[src/ea_decode_pkg.sv]
// Function
// - Codes 00-07 select register by operand width.
// - Codes 08-1F are memory operand forms.
// - 0C-0F post-increment, no extension, four cycles.
// - 10-17 word register plus short displacement.
// - 18-1B word register plus long displacement.
// - 1C/1D index by register seven, two cycles.
// - 1E program counter relative, 1F direct.
// - Variable length adds extension bytes.
// - Registers and even internal RAM add nothing.
// - Odd internal RAM adds 0/1/2.
// - Even outside RAM adds 1/1/2.
// - Odd outside RAM adds 1/3/6.
// - Eight-bit external bus adds 1/3/6.
// - Short immediate sign extends to 16 bits.
// - Short vector 0-15, long vector 0-255.
// - Sign extending load fills upper byte, flags.
// - Plain byte load clears upper byte, flags.
// - Upper byte zero or sign filled first.
// - High-word loads copy low word upward first.
// - Actual cycles are base plus addressing-mode cycles plus correction.
package ea_decode_pkg;

    localparam int EA_W = 5;
    localparam logic [4:0] EA_REG_LAST = 5'h07;
    localparam logic [4:0] EA_POSTINC_FIRST = 5'h0C;
    localparam logic [4:0] EA_SHORT_DISPLACEMENT_FIRST = 5'h10;
    localparam logic [4:0] EA_LONG_DISPLACEMENT_FIRST = 5'h18;
    localparam logic [4:0] EA_INDEX_R0 = 5'h1C;
    localparam logic [4:0] EA_INDEX_R1 = 5'h1D;
    localparam logic [4:0] EA_PC_DISP = 5'h1E;
    localparam logic [4:0] EA_DIRECT = 5'h1F;
    localparam logic [2:0] INDEX_REG = 3'h7;

    localparam logic [2:0] CYC_NONE = 3'h0;
    localparam logic [2:0] CYC_IND = 3'h1;
    localparam logic [2:0] CYC_POSTINC = 3'h4;
    localparam logic [2:0] CYC_SHORT_DISPLACEMENT = 3'h1;
    localparam logic [2:0] CYC_LONG_DISPLACEMENT = 3'h1;
    localparam logic [2:0] CYC_INDEX = 3'h2;
    localparam logic [2:0] CYC_PC = 3'h2;
    localparam logic [2:0] CYC_DIRECT = 3'h1;

    localparam logic [1:0] EXT_NONE = 2'h0;
    localparam logic [1:0] EXT_ONE = 2'h1;
    localparam logic [1:0] EXT_TWO = 2'h2;

    localparam logic [2:0] COR_NONE = 3'h0;
    localparam logic [2:0] COR_ODD_RAM_WORD = 3'h1;
    localparam logic [2:0] COR_ODD_RAM_LONG = 3'h2;
    localparam logic [2:0] COR_EVEN_OUT_SHORT = 3'h1;
    localparam logic [2:0] COR_EVEN_OUT_LONG = 3'h2;
    localparam logic [2:0] COR_SLOW_BYTE = 3'h1;
    localparam logic [2:0] COR_SLOW_WORD = 3'h3;
    localparam logic [2:0] COR_SLOW_LONG = 3'h6;

    typedef enum logic [1:0] {W_BYTE = 2'h0, W_WORD = 2'h1, W_LONG = 2'h2} op_width_t;
    typedef enum logic [1:0] {ACC_REG = 2'h0, ACC_RAM = 2'h1, ACC_OUTSIDE = 2'h2, ACC_BUS8 = 2'h3} access_class_t;
    typedef enum logic [1:0] {ST_IDLE = 2'h0, ST_ACK = 2'h1} bus_state_t;

    typedef struct packed {
        logic is_reg;
        logic is_mem;
        logic post_inc;
        logic [1:0] ext;
        logic [2:0] cyc;
        logic [2:0] base_reg;
        logic index7;
        logic pc_rel;
        logic direct;
    } ea_info_t;

    localparam int ADDR_W = 6;
    localparam logic [5:0] OFS_DECODE = 6'h00;
    localparam logic [5:0] OFS_ACCESS = 6'h04;
    localparam logic [5:0] OFS_STATUS = 6'h08;
    localparam logic [5:0] OFS_TOTAL = 6'h0C;
    localparam logic [5:0] OFS_IMM = 6'h10;
    localparam logic [5:0] OFS_VECTOR = 6'h14;
    localparam logic [5:0] OFS_LOAD = 6'h18;
    localparam logic [5:0] OFS_ACC_LO = 6'h1C;
    localparam logic [5:0] OFS_ACC_HI = 6'h20;

    localparam int DEC_CODE_LSB = 0;
    localparam int DEC_WIDTH_LSB = 5;
    localparam int DEC_VAR_BIT = 7;
    localparam int DEC_LEN_LSB = 8;
    localparam int DEC_CYC_LSB = 12;
    localparam int ACS_CLASS_LSB = 0;
    localparam int ACS_ODD_BIT = 2;
    localparam int LOAD_SX_BIT = 8;
    localparam int LOAD_PUSH_BIT = 9;
    localparam int FLAG_N_BIT = 0;
    localparam int FLAG_Z_BIT = 1;
    localparam int TOT_CYC_LSB = 8;
    localparam int VEC_LONG_LSB = 8;

    localparam logic [15:0] ACC_RESET = 16'h0000;
    localparam logic [7:0] ZERO_BYTE = 8'h00;
    localparam logic [31:0] READ_NONE = 32'h00000000;

endpackage

`timescale 1ns/1ps
`default_nettype none

////////////////////////////////////////////////////////////////////////////////

// Extra bus cycles for one operand access, by place, alignment and width.
module cycle_correction (
    input wire ea_decode_pkg::op_width_t width,
    input wire ea_decode_pkg::access_class_t place,
    input wire logic odd,
    output logic [2:0] extra
);
    always_comb
    begin
        extra = ea_decode_pkg::COR_NONE;
        unique case (place)
            ea_decode_pkg::ACC_REG:
                extra = ea_decode_pkg::COR_NONE;
            ea_decode_pkg::ACC_RAM:
            begin
                if (!odd)
                    extra = ea_decode_pkg::COR_NONE;
                else if (width == ea_decode_pkg::W_WORD)
                    extra = ea_decode_pkg::COR_ODD_RAM_WORD;
                else if (width == ea_decode_pkg::W_LONG)
                    extra = ea_decode_pkg::COR_ODD_RAM_LONG;
                else
                    extra = ea_decode_pkg::COR_NONE;
            end
            ea_decode_pkg::ACC_OUTSIDE:
            begin
                if (!odd)
                    extra = (width == ea_decode_pkg::W_LONG) ? ea_decode_pkg::COR_EVEN_OUT_LONG
                                                             : ea_decode_pkg::COR_EVEN_OUT_SHORT;
                else if (width == ea_decode_pkg::W_LONG)
                    extra = ea_decode_pkg::COR_SLOW_LONG;
                else if (width == ea_decode_pkg::W_WORD)
                    extra = ea_decode_pkg::COR_SLOW_WORD;
                else
                    extra = ea_decode_pkg::COR_SLOW_BYTE;
            end
            ea_decode_pkg::ACC_BUS8:
            begin
                // A narrow bus pays the same as a misaligned outside access.
                if (width == ea_decode_pkg::W_LONG)
                    extra = ea_decode_pkg::COR_SLOW_LONG;
                else if (width == ea_decode_pkg::W_WORD)
                    extra = ea_decode_pkg::COR_SLOW_WORD;
                else
                    extra = ea_decode_pkg::COR_SLOW_BYTE;
            end
        endcase
    end
endmodule

`default_nettype wire

[src/effective_address_decoder.sv]
// Local design decisions: the placing of the registers and the Avalon-MM interface to the registers.
`timescale 1ns/1ps
`default_nettype none

module effective_address_decoder (
    input wire logic ref_clk,
    input wire logic srst,
    input wire logic [5:0] address,
    input wire logic read,
    input wire logic write,
    input wire logic [31:0] writedata,
    input wire logic [3:0] byteenable,
    output logic [31:0] readdata,
    output logic waitrequest
);

    ////////////////////////////////////////////////////////////////////////////

    typedef struct packed {
        ea_decode_pkg::bus_state_t bus_state;
        logic [4:0] code;
        ea_decode_pkg::op_width_t width;
        logic var_len;
        logic [3:0] base_len;
        logic [7:0] base_cyc;
        ea_decode_pkg::access_class_t place;
        logic odd;
        logic [7:0] imm8;
        logic [15:0] acc_lo;
        logic [15:0] acc_hi;
        logic flag_n;
        logic flag_z;
        logic [31:0] rdata;
    } state_t;

    state_t st_reg;
    state_t st_next;
    ea_decode_pkg::ea_info_t info;
    ea_decode_pkg::access_class_t eff_place;
    logic [2:0] corr;
    logic [4:0] total_len;
    logic [9:0] total_cyc;
    logic [2:0] reg_sel;
    logic [15:0] imm_sx;
    logic [31:0] old_word;
    logic [31:0] new_word;
    logic accept;

    ////////////////////////////////////////////////////////////////////////////

    function automatic ea_decode_pkg::ea_info_t decode_ea(input logic [4:0] code);
        ea_decode_pkg::ea_info_t r;
        r = '0;
        if (code <= ea_decode_pkg::EA_REG_LAST)
        begin
            r.is_reg = 1'b1;
        end
        else
        begin
            r.is_mem = 1'b1;
            r.base_reg = {1'b0, code[1:0]};
            if (code < ea_decode_pkg::EA_POSTINC_FIRST)
                r.cyc = ea_decode_pkg::CYC_IND;
            else if (code < ea_decode_pkg::EA_SHORT_DISPLACEMENT_FIRST)
            begin
                r.post_inc = 1'b1;
                r.cyc = ea_decode_pkg::CYC_POSTINC;
            end
            else if (code < ea_decode_pkg::EA_LONG_DISPLACEMENT_FIRST)
            begin
                r.base_reg = code[2:0];
                r.ext = ea_decode_pkg::EXT_ONE;
                r.cyc = ea_decode_pkg::CYC_SHORT_DISPLACEMENT;
            end
            else if (code < ea_decode_pkg::EA_INDEX_R0)
            begin
                r.ext = ea_decode_pkg::EXT_TWO;
                r.cyc = ea_decode_pkg::CYC_LONG_DISPLACEMENT;
            end
            else if (code == ea_decode_pkg::EA_INDEX_R0 || code == ea_decode_pkg::EA_INDEX_R1)
            begin
                r.index7 = 1'b1;
                r.cyc = ea_decode_pkg::CYC_INDEX;
            end
            else if (code == ea_decode_pkg::EA_PC_DISP)
            begin
                r.base_reg = '0;
                r.pc_rel = 1'b1;
                r.ext = ea_decode_pkg::EXT_TWO;
                r.cyc = ea_decode_pkg::CYC_PC;
            end
            else
            begin
                r.base_reg = '0;
                r.direct = 1'b1;
                r.ext = ea_decode_pkg::EXT_TWO;
                r.cyc = ea_decode_pkg::CYC_DIRECT;
            end
        end
        return r;
    endfunction

    function automatic logic [31:0] merge_bytes(input logic [31:0] old, input logic [31:0] wd, input logic [3:0] be);
        logic [31:0] r;
        r = old;
        for (int i = 0; i < 4; i++)
            if (be[i])
                r[i*8 +: 8] = wd[i*8 +: 8];
        return r;
    endfunction

    ////////////////////////////////////////////////////////////////////////////

    assign info = decode_ea(st_reg.code);
    // A register operand never touches memory, whatever place was configured.
    assign eff_place = info.is_reg ? ea_decode_pkg::ACC_REG : st_reg.place;
    // Long registers pair up, so two codes share one long register.
    assign reg_sel = (st_reg.width == ea_decode_pkg::W_LONG) ? {1'b0, st_reg.code[2:1]}
                                                              : st_reg.code[2:0];
    assign total_len = st_reg.var_len ? {1'b0, st_reg.base_len} + {3'b000, info.ext}
                                      : {1'b0, st_reg.base_len};
    assign total_cyc = {2'b00, st_reg.base_cyc} + {7'h00, info.cyc} + {7'h00, corr};
    assign imm_sx = {{8{st_reg.imm8[7]}}, st_reg.imm8};
    assign waitrequest = (read || write) && st_reg.bus_state != ea_decode_pkg::ST_ACK;
    assign accept = write && st_reg.bus_state == ea_decode_pkg::ST_ACK;
    assign readdata = st_reg.rdata;

    cycle_correction u_corr (
        .width(st_reg.width),
        .place(eff_place),
        .odd(st_reg.odd),
        .extra(corr)
    );

    ////////////////////////////////////////////////////////////////////////////

    always_comb
    begin
        old_word = ea_decode_pkg::READ_NONE;
        unique case (address)
            ea_decode_pkg::OFS_DECODE:
            begin
                old_word[ea_decode_pkg::DEC_CODE_LSB +: 5] = st_reg.code;
                old_word[ea_decode_pkg::DEC_WIDTH_LSB +: 2] = st_reg.width;
                old_word[ea_decode_pkg::DEC_VAR_BIT] = st_reg.var_len;
                old_word[ea_decode_pkg::DEC_LEN_LSB +: 4] = st_reg.base_len;
                old_word[ea_decode_pkg::DEC_CYC_LSB +: 8] = st_reg.base_cyc;
            end
            ea_decode_pkg::OFS_ACCESS:
            begin
                old_word[ea_decode_pkg::ACS_CLASS_LSB +: 2] = st_reg.place;
                old_word[ea_decode_pkg::ACS_ODD_BIT] = st_reg.odd;
            end
            ea_decode_pkg::OFS_STATUS:
                old_word = {13'h0000, st_reg.width, reg_sel, info};
            ea_decode_pkg::OFS_TOTAL:
                old_word = {14'h0000, total_cyc, 3'h0, total_len};
            ea_decode_pkg::OFS_IMM:
                old_word = {imm_sx, 8'h00, st_reg.imm8};
            ea_decode_pkg::OFS_VECTOR:
                old_word = {16'h0000, st_reg.imm8, 4'h0, st_reg.imm8[3:0]};
            ea_decode_pkg::OFS_LOAD:
            begin
                old_word[ea_decode_pkg::FLAG_N_BIT] = st_reg.flag_n;
                old_word[ea_decode_pkg::FLAG_Z_BIT] = st_reg.flag_z;
            end
            ea_decode_pkg::OFS_ACC_LO:
                old_word = {16'h0000, st_reg.acc_lo};
            ea_decode_pkg::OFS_ACC_HI:
                old_word = {16'h0000, st_reg.acc_hi};
            default:
                old_word = ea_decode_pkg::READ_NONE;
        endcase
    end

    assign new_word = merge_bytes(old_word, writedata, byteenable);

    always_comb
    begin
        st_next = st_reg;
        unique case (st_reg.bus_state)
            ea_decode_pkg::ST_IDLE:
            begin
                if (read || write)
                    st_next.bus_state = ea_decode_pkg::ST_ACK;
                // Read data is sampled one cycle early so it comes from a flop.
                if (read)
                    st_next.rdata = old_word;
            end
            ea_decode_pkg::ST_ACK:
                st_next.bus_state = ea_decode_pkg::ST_IDLE;
            default:
                st_next.bus_state = ea_decode_pkg::ST_IDLE;
        endcase
        if (accept)
        begin
            unique case (address)
                ea_decode_pkg::OFS_DECODE:
                begin
                    st_next.code = new_word[ea_decode_pkg::DEC_CODE_LSB +: 5];
                    st_next.width = ea_decode_pkg::op_width_t'(new_word[ea_decode_pkg::DEC_WIDTH_LSB +: 2]);
                    st_next.var_len = new_word[ea_decode_pkg::DEC_VAR_BIT];
                    st_next.base_len = new_word[ea_decode_pkg::DEC_LEN_LSB +: 4];
                    st_next.base_cyc = new_word[ea_decode_pkg::DEC_CYC_LSB +: 8];
                end
                ea_decode_pkg::OFS_ACCESS:
                begin
                    st_next.place = ea_decode_pkg::access_class_t'(new_word[ea_decode_pkg::ACS_CLASS_LSB +: 2]);
                    st_next.odd = new_word[ea_decode_pkg::ACS_ODD_BIT];
                end
                ea_decode_pkg::OFS_IMM:
                    st_next.imm8 = new_word[7:0];
                ea_decode_pkg::OFS_LOAD:
                begin
                    if (new_word[ea_decode_pkg::LOAD_PUSH_BIT])
                        st_next.acc_hi = st_reg.acc_lo;
                    if (new_word[ea_decode_pkg::LOAD_SX_BIT])
                        st_next.acc_lo = {{8{new_word[7]}}, new_word[7:0]};
                    else
                        st_next.acc_lo = {ea_decode_pkg::ZERO_BYTE, new_word[7:0]};
                    // Sign and zero follow the byte; other flags are not held here.
                    st_next.flag_n = new_word[7];
                    st_next.flag_z = new_word[7:0] == ea_decode_pkg::ZERO_BYTE;
                end
                default:
                    st_next.bus_state = ea_decode_pkg::ST_IDLE;
            endcase
        end
    end

    always_ff @(posedge ref_clk)
    begin
        if (srst)
        begin
            st_reg <= '0;
            st_reg.acc_lo <= ea_decode_pkg::ACC_RESET;
            st_reg.acc_hi <= ea_decode_pkg::ACC_RESET;
        end
        else
            st_reg <= st_next;
    end
endmodule

`default_nettype wire

[config.mk]
export PLATFORM = sky130hd
export DESIGN_NAME = effective_address_decoder
export DESIGN_NICKNAME = d
export VERILOG_FILES = /design/src/ea_decode_pkg.sv /design/src/effective_address_decoder.sv
export SDC_FILE = /design/constraint.sdc
export NUM_CORES = 1
export LEC_CHECK = 0
export BUFFER_PORTS_ARGS = -buffer_cell sky130_fd_sc_hd__clkbuf_2
export CAP_MARGIN = 5
export CORE_MARGIN = 2
export CORE_UTILIZATION = 30
export CTS_BUF_LIST = sky130_fd_sc_hd__clkbuf_8
export DETAILED_ROUTE_END_ITERATION = 16
export PLACE_DENSITY = 0.52
export SYNTH_ARGS = -nofsm -noshare
export SYNTH_HDL_FRONTEND = slang
export SYNTH_SLANG_ARGS = --single-unit
export TNS_END_PERCENT = 10
[constraint.sdc]
create_clock -name ref_clk -period 4.55 [get_ports ref_clk]
set_clock_uncertainty 0.05 [all_clocks]
set_input_delay 0.2275 -clock ref_clk [delete_from_list [all_inputs] [get_ports ref_clk]]
set_output_delay 0.2275 -clock ref_clk [all_outputs]
set_load 0.01 [all_outputs]
; ---- Word level (Yosys, flattened, before mapping)
; Index checks and enable logic that the tools add are counted.
[classes]
addsub = 3
n_mul = 0
div_mod_pow = 0
n_lt_le_gt_ge = 5
eq_ne = 18
shifts = 0
n_mux = 49
bitwise = 0
reduce_logical = 16
[op_table]
columns = op, n
row1 = $pmux W17 S7, 1
row2 = $mux W67, 1
row3 = $mux W3, 12
row4 = $mux W34, 1
row5 = $mux W16, 2
row6 = $mux W8, 4
row7 = $eq A6 B5 Y1 const B, 4
row8 = $mux W2, 10
row9 = $mux W20, 1
row10 = $mux W6, 3
row11 = $pmux W2 S8, 1
row12 = $eq A5 B5 Y1 const B, 3
row13 = $lt A5 B5 Y1 const B, 3
row14 = $mux W5, 3
row15 = $mux W13, 1
row16 = $eq A6 B4 Y1 const B, 2
row17 = $mux W12, 1
row18 = $pmux W3 S4, 1
row19 = $add A9 B3 Y10, 1
row20 = $reduce_and A2 Y1, 5
row21 = $add A8 B3 Y9, 1
row22 = $logic_not A8 Y1, 1
row23 = $pmux W1 S7, 1
row24 = $eq A2 B1 Y1 const B, 3
row25 = 16 further kinds, 25
[word_totals]
ff_bits = 99
latchBits = 0
mem_bits_rw = 0
rom_bits = 0
in_bits = 46
output_inout_bits = 33
mem_count = 0

; ---- Depth between registers and ports, before layout
[logic_depth]
depth_word = 15
depth_mapped = 15
ltp_nobuf = 15

; ---- Hierarchy
; Synthesis repeated with hierarchy kept, for this count alone.
[unflattened]
hier_cells = 592
area_unflattened_um2 = 4690.7
[modules_own_cells]
columns = mod, n_inst, cells_each, area_per_inst_um2, seq_area_each_um2
row1 = effective_address_decoder, 1, 572, 4561.9, 1521.5
row2 = cycle_correction, 1, 20, 128.9, 0.0

; ---- Least setup slack after synthesis
; OpenSTA, ideal clock, no wires.
[synth_path]
path_type = register -> register
from = register st_reg[90] in the netlist's numbering
to = register st_reg[78] in the netlist's numbering
setup_time_ps = 128
arrival_ps = 3040
t_required_ps = 4372
slack_ps = 1332
path_stages_with_launch = 15
n_path_buf = 0
synth_period_minus_slack_ps = 3218
cell_sequence = dfxtp_1 inv_1 ha_1 o21ai_0 a22oi_1 nor2_1 fa_1 ha_1 fa_1 a21oi_1 or3_1 a21oi_1 or4_1 a22oi_1 nor2_1
[synth_via]
elab_chain_len = 8
word_cells_on_any_way = 13
cone_classes = 1 x add/sub / 2 x eq/ne / 10 x mux
[synth_rtl]
columns = item, line
row1 = start: declaration, effective_address_decoder.sv:36  ; state_t st_reg;
row2 = start signal: assignment, effective_address_decoder.sv:240  ; st_reg <= st_next;
row3 = $eq A2 B1 Y1 / $eq A2 B2 Y1 (equally long branches), -
row4 = $mux W2 (on tied branches), "ea_decode_pkg.sv:140, ea_decode_pkg.sv:150, ea_decode_pkg.sv:128"
row5 = $mux W3 (on tied branches), "ea_decode_pkg.sv:148, ea_decode_pkg.sv:126"
row6 = $mux W3 (on tied branches), "ea_decode_pkg.sv:135, ea_decode_pkg.sv:124"
row7 = $pmux W3 S4 (*), ea_decode_pkg.sv:119  ; unique case (place)
row8 = $add A9 B3 Y10 (*), effective_address_decoder.sv:122  ; assign total_cyc = {2'b00, st_reg.base_cyc} + {7'h00, info.cyc} + {7'h00, corr};
row9 = $pmux W17 S7 (*), effective_address_decoder.sv:140  ; unique case (address)
row10 = $mux W8 (*), effective_address_decoder.sv:107  ; if (be[i])
; Every way passes the cells marked *; elsewhere a longest branch is shown, timed or not.
; A chain may end at the register's enable or synchronous reset.

; ---- Worst setup path after layout
; Ends and elaborated chain as after synthesis.

==> run summary <==
In this run the vertical extent of the chip is 129 µm. After routing, the total negative slack on setup checks comes to 0 ns. The logs give 0 for the number of antenna-violating nets in the routed design and 15,000 µm for the total detailed-routing wirelength.

The share of final-layout standard cells stronger than drive strength 1 is 16.4%, and the share of power burned in registers is 54.0%. The logs give 0 for the DRC violation count after routing and 0 for the count of yosys warnings during synthesis. At the pin with the least slew margin, the transition time is 1.11 ns.

In the synthesized netlist, the cells that appear most often are 80 x sky130_fd_sc_hd__nand2_1, 76 x sky130_fd_sc_hd__dfxtp_1, 59 x sky130_fd_sc_hd__nor2_1. Global routing used 18.9% of the available tracks across all layers. Hold repair after CTS inserted 0 buffers. For the max-capacitance violation count, the log shows 0.

The average cell area after synthesis was 7.90 µm². Summed over all layers, the global routing overflow is 0. For the worst setup path, the data required time is 4.72 ns. Number of standard-cell rows in the floorplan: 45. After synthesis the cells add up to 4650 µm².

The count of buffers added by post-CTS timing repair for setup came out at 0. The flow ran to the end, and the final reports show no timing, DRC or antenna violations. The clock net in this run drives a total of 76 sinks. The pre-antenna-repair detailed-routing pass consisted of 7 iterations. Summing the sequential cell areas from Yosys gives 32.7% of the chip area. After synthesis the netlist holds a flip-flop and latch count of 76.

The routed wire length per instance is 18.9 µm, and the violation count after the first detailed-routing iteration is 370. The number of cells upsized or downsized after cts is 0. The internal power of the cells totals 0.921 mW.

The routed layout has 4,326 vias. Critical path class: reg2reg. The tree is rooted in a sky130_fd_sc_hd__clkbuf_8.

The area growth from synthesis to final layout works out to 7.42%. For this run, the number of standard cells in the final layout without fillers is 796. For the number of antenna violations at the first check in global routing, the log shows 0. Clock latency on the worst-skew pair, taken at its later pin, is 0.37 ns. At the end of routability-driven placement, the weighted congestion stood at 0.900. The tools report the number of hold-slack violations in the final timing report as 0. The origin of the worst setup path is st_reg[90]. The period utilization came out at 80.5%. The post-layout minimum cycle time is 3.66 ns. Counting along the longest clock path gives a buffer depth of 2. Across the VDD grid, the largest voltage drop is 0.112 mV. The first global-routing pass estimated 23,800 µm of wire. When the netlist entered floorplanning its net count stood at 648.

The tools report the combinational group share of total power as 9.9%. The startpoint identified for the worst register-to-register timing path is st_reg[90]. The tools report the number of buffers inserted during clock tree synthesis as 9. After technology mapping, the gate count stands at 589. Clock-pin slew was measured on the worst setup and hold paths at 0.08 ns.

For the number of distinct library cells after synthesis, the log shows 65. In this run the power spent charging and discharging nets is 0.341 mW. After synthesis, the cell types taking the most area are sky130_fd_sc_hd__dfxtp_1 33%, sky130_fd_sc_hd__nand2_1 6.5%, sky130_fd_sc_hd__buf_4 6.0%, sky130_fd_sc_hd__mux2i_1 5.6%, sky130_fd_sc_hd__a21oi_1 5.4%. The run gives 36.1% as the clock network fraction of design power. Port buffering added 65 buffers.

Entering global routing, the biggest net connects 46 pins. Measured along the x axis, the die boundary spans 129 µm. Setup repair after global routing left no endpoint under its margin. For the via count of the first global-routing pass, the log shows 4,165.

The worst setup path is captured at a flop. The worst hold path class was in2reg. The number of flops mapped to enable cells by yosys is 0. The core region is 15,200 µm². The total die area is 16,500 µm². STA classifies the critical path startpoint as a flop. In this run switching power makes up 27.0% of total power.

The logs give 11,300 µm for the sum of net half-perimeters after detailed placement and 3 for the number of H-tree levels. The top achievable clock speed was 0.273 GHz. Dividing total power by cell area gives a power density of 253 nW/µm². The tools report the final antenna diode count as 0. sky130_fd_sc_hd__nand2_1 is the most common cell in the netlist. The run gives 0 as the max-slew violation count.

In this run the tightest slew margin relative to its limit is 25.4%. For the leakage dissipation, the log shows 1.84 nW. Setup violations remaining at the end of the flow were counted as 0. After detailed routing, the number of vias per cell comes to 5.43. Of all cell types, the one taking the most synthesized area is sky130_fd_sc_hd__dfxtp_1. The worst-case hold slack was 0.0975 ns; the async set or reset register ratio after synthesis was 0%. The final layout contains 662 nets. The register with the most flip-flops in the layout has 44 of them.

The cell count after placement came out at 780. The most used flip-flop cell after synthesis is sky130_fd_sc_hd__dfxtp_1. The synthesized design devotes to its leading area cell type 32.7% of total area. Along the worst path, the maximum fanout reaches 7. The initial utilization of the core area, before any placement, comes to 30.6%. The arrival time at the worst endpoint was 3.83 ns. TritonCTS built the clock tree. The top-level port count was 79. Cells fill 32.9% of the core in the end. The startpoint identified for the worst hold timing path is writedata[14].
[cell families after synthesis]
group                    synth area share, %
AO/OA/AOI/OAI                           19.0
AND/OR/NAND/NOR                         25.5
flip-flops                              32.7
other                                 0.0806
buffers and inverters                   11.1
multiplexers                            6.56
XOR/XNOR                               0.753
adder cells (fa/ha/maj)                 4.30
[cell usage in the layout (no fill, tap or decap), drive strengths merged, types with 4 or more instances in the layout]
cell type,count
nand2b,9
xnor2,4
nand4,6
a22oi,5
ha,8
fa,5
a21oi,50
mux2i,26
nor2,59
o21ai,13
dfxtp,76
a32oi,4
and3,4
nand2,80
a22o,8
buf,9
nor2b,6
nor4,4
mux2,4
nand3,23
or4,4
o211ai,4
clkbuf,75
a211oi,6
inv,22
nor3,33
o2bb2ai,5
[path summary, 6_finish.rpt]
path              slack (ns)      endpoint  depth (start not counted)
hold / removal           0.1    st_reg[79]                          3
setup reg to reg        0.89    st_reg[78]                         15
setup / recovery        0.89    st_reg[78]                         15
hold reg to reg         0.40  readdata[12]                          2
[power groups by stage]
stage               clock network (mW)  registers [mW]  logic [mW]
global placement                     0           0.697       0.126
global route                     0.506           0.683       0.137
CTS                              0.473           0.681       0.126
floorplan                            0           0.695      0.0882
finish                           0.456           0.681       0.125
detailed placement                   0           0.697       0.126
[area by class of cell]
type	count	area [µm²]
clock buffers	10	138
clock inverters	6	25.0
fillers	1660	10200
inverters	19	71.3
multi-input cells	423	2610
flip-flops and latches	76	1520
well taps	188	235
repair buffers	74	393
[layer usage]
layer	track usage (%)	share of wire, %
met1	26.1	46
met2	29.7	46
met3	3.37	6.0
met4	6.46	2.1
met5	0	0
[through the flow]
step	total power [mW]	worst slack, ns	cell area [µm²]
floorplan	0.784	1.33	4650
global placement	0.822	1.01	4830
detailed placement	0.823	0.930	4830
CTS	1.28	0.923	5000
global route	1.33	0.538	5000
finish	1.26	0.885	5000
[worst max-delay path, stage by stage (launching register included)]
cell                      delay [ns]
sky130_fd_sc_hd__dfxtp_1        0.41
sky130_fd_sc_hd__inv_1          0.11
sky130_fd_sc_hd__ha_1           0.29
sky130_fd_sc_hd__nand2_1        0.08
sky130_fd_sc_hd__o21ai_0        0.07
sky130_fd_sc_hd__a22oi_1        0.25
sky130_fd_sc_hd__nor2_1         0.09
sky130_fd_sc_hd__fa_1           0.44
sky130_fd_sc_hd__ha_1           0.25
sky130_fd_sc_hd__fa_1           0.41
sky130_fd_sc_hd__a21oi_1        0.25
sky130_fd_sc_hd__or3_1          0.14
sky130_fd_sc_hd__a21oi_1        0.07
sky130_fd_sc_hd__or4_1          0.40
sky130_fd_sc_hd__a22oi_1        0.15
sky130_fd_sc_hd__nor2_1         0.05
Note: power is estimated with default switching activity, not from simulation.
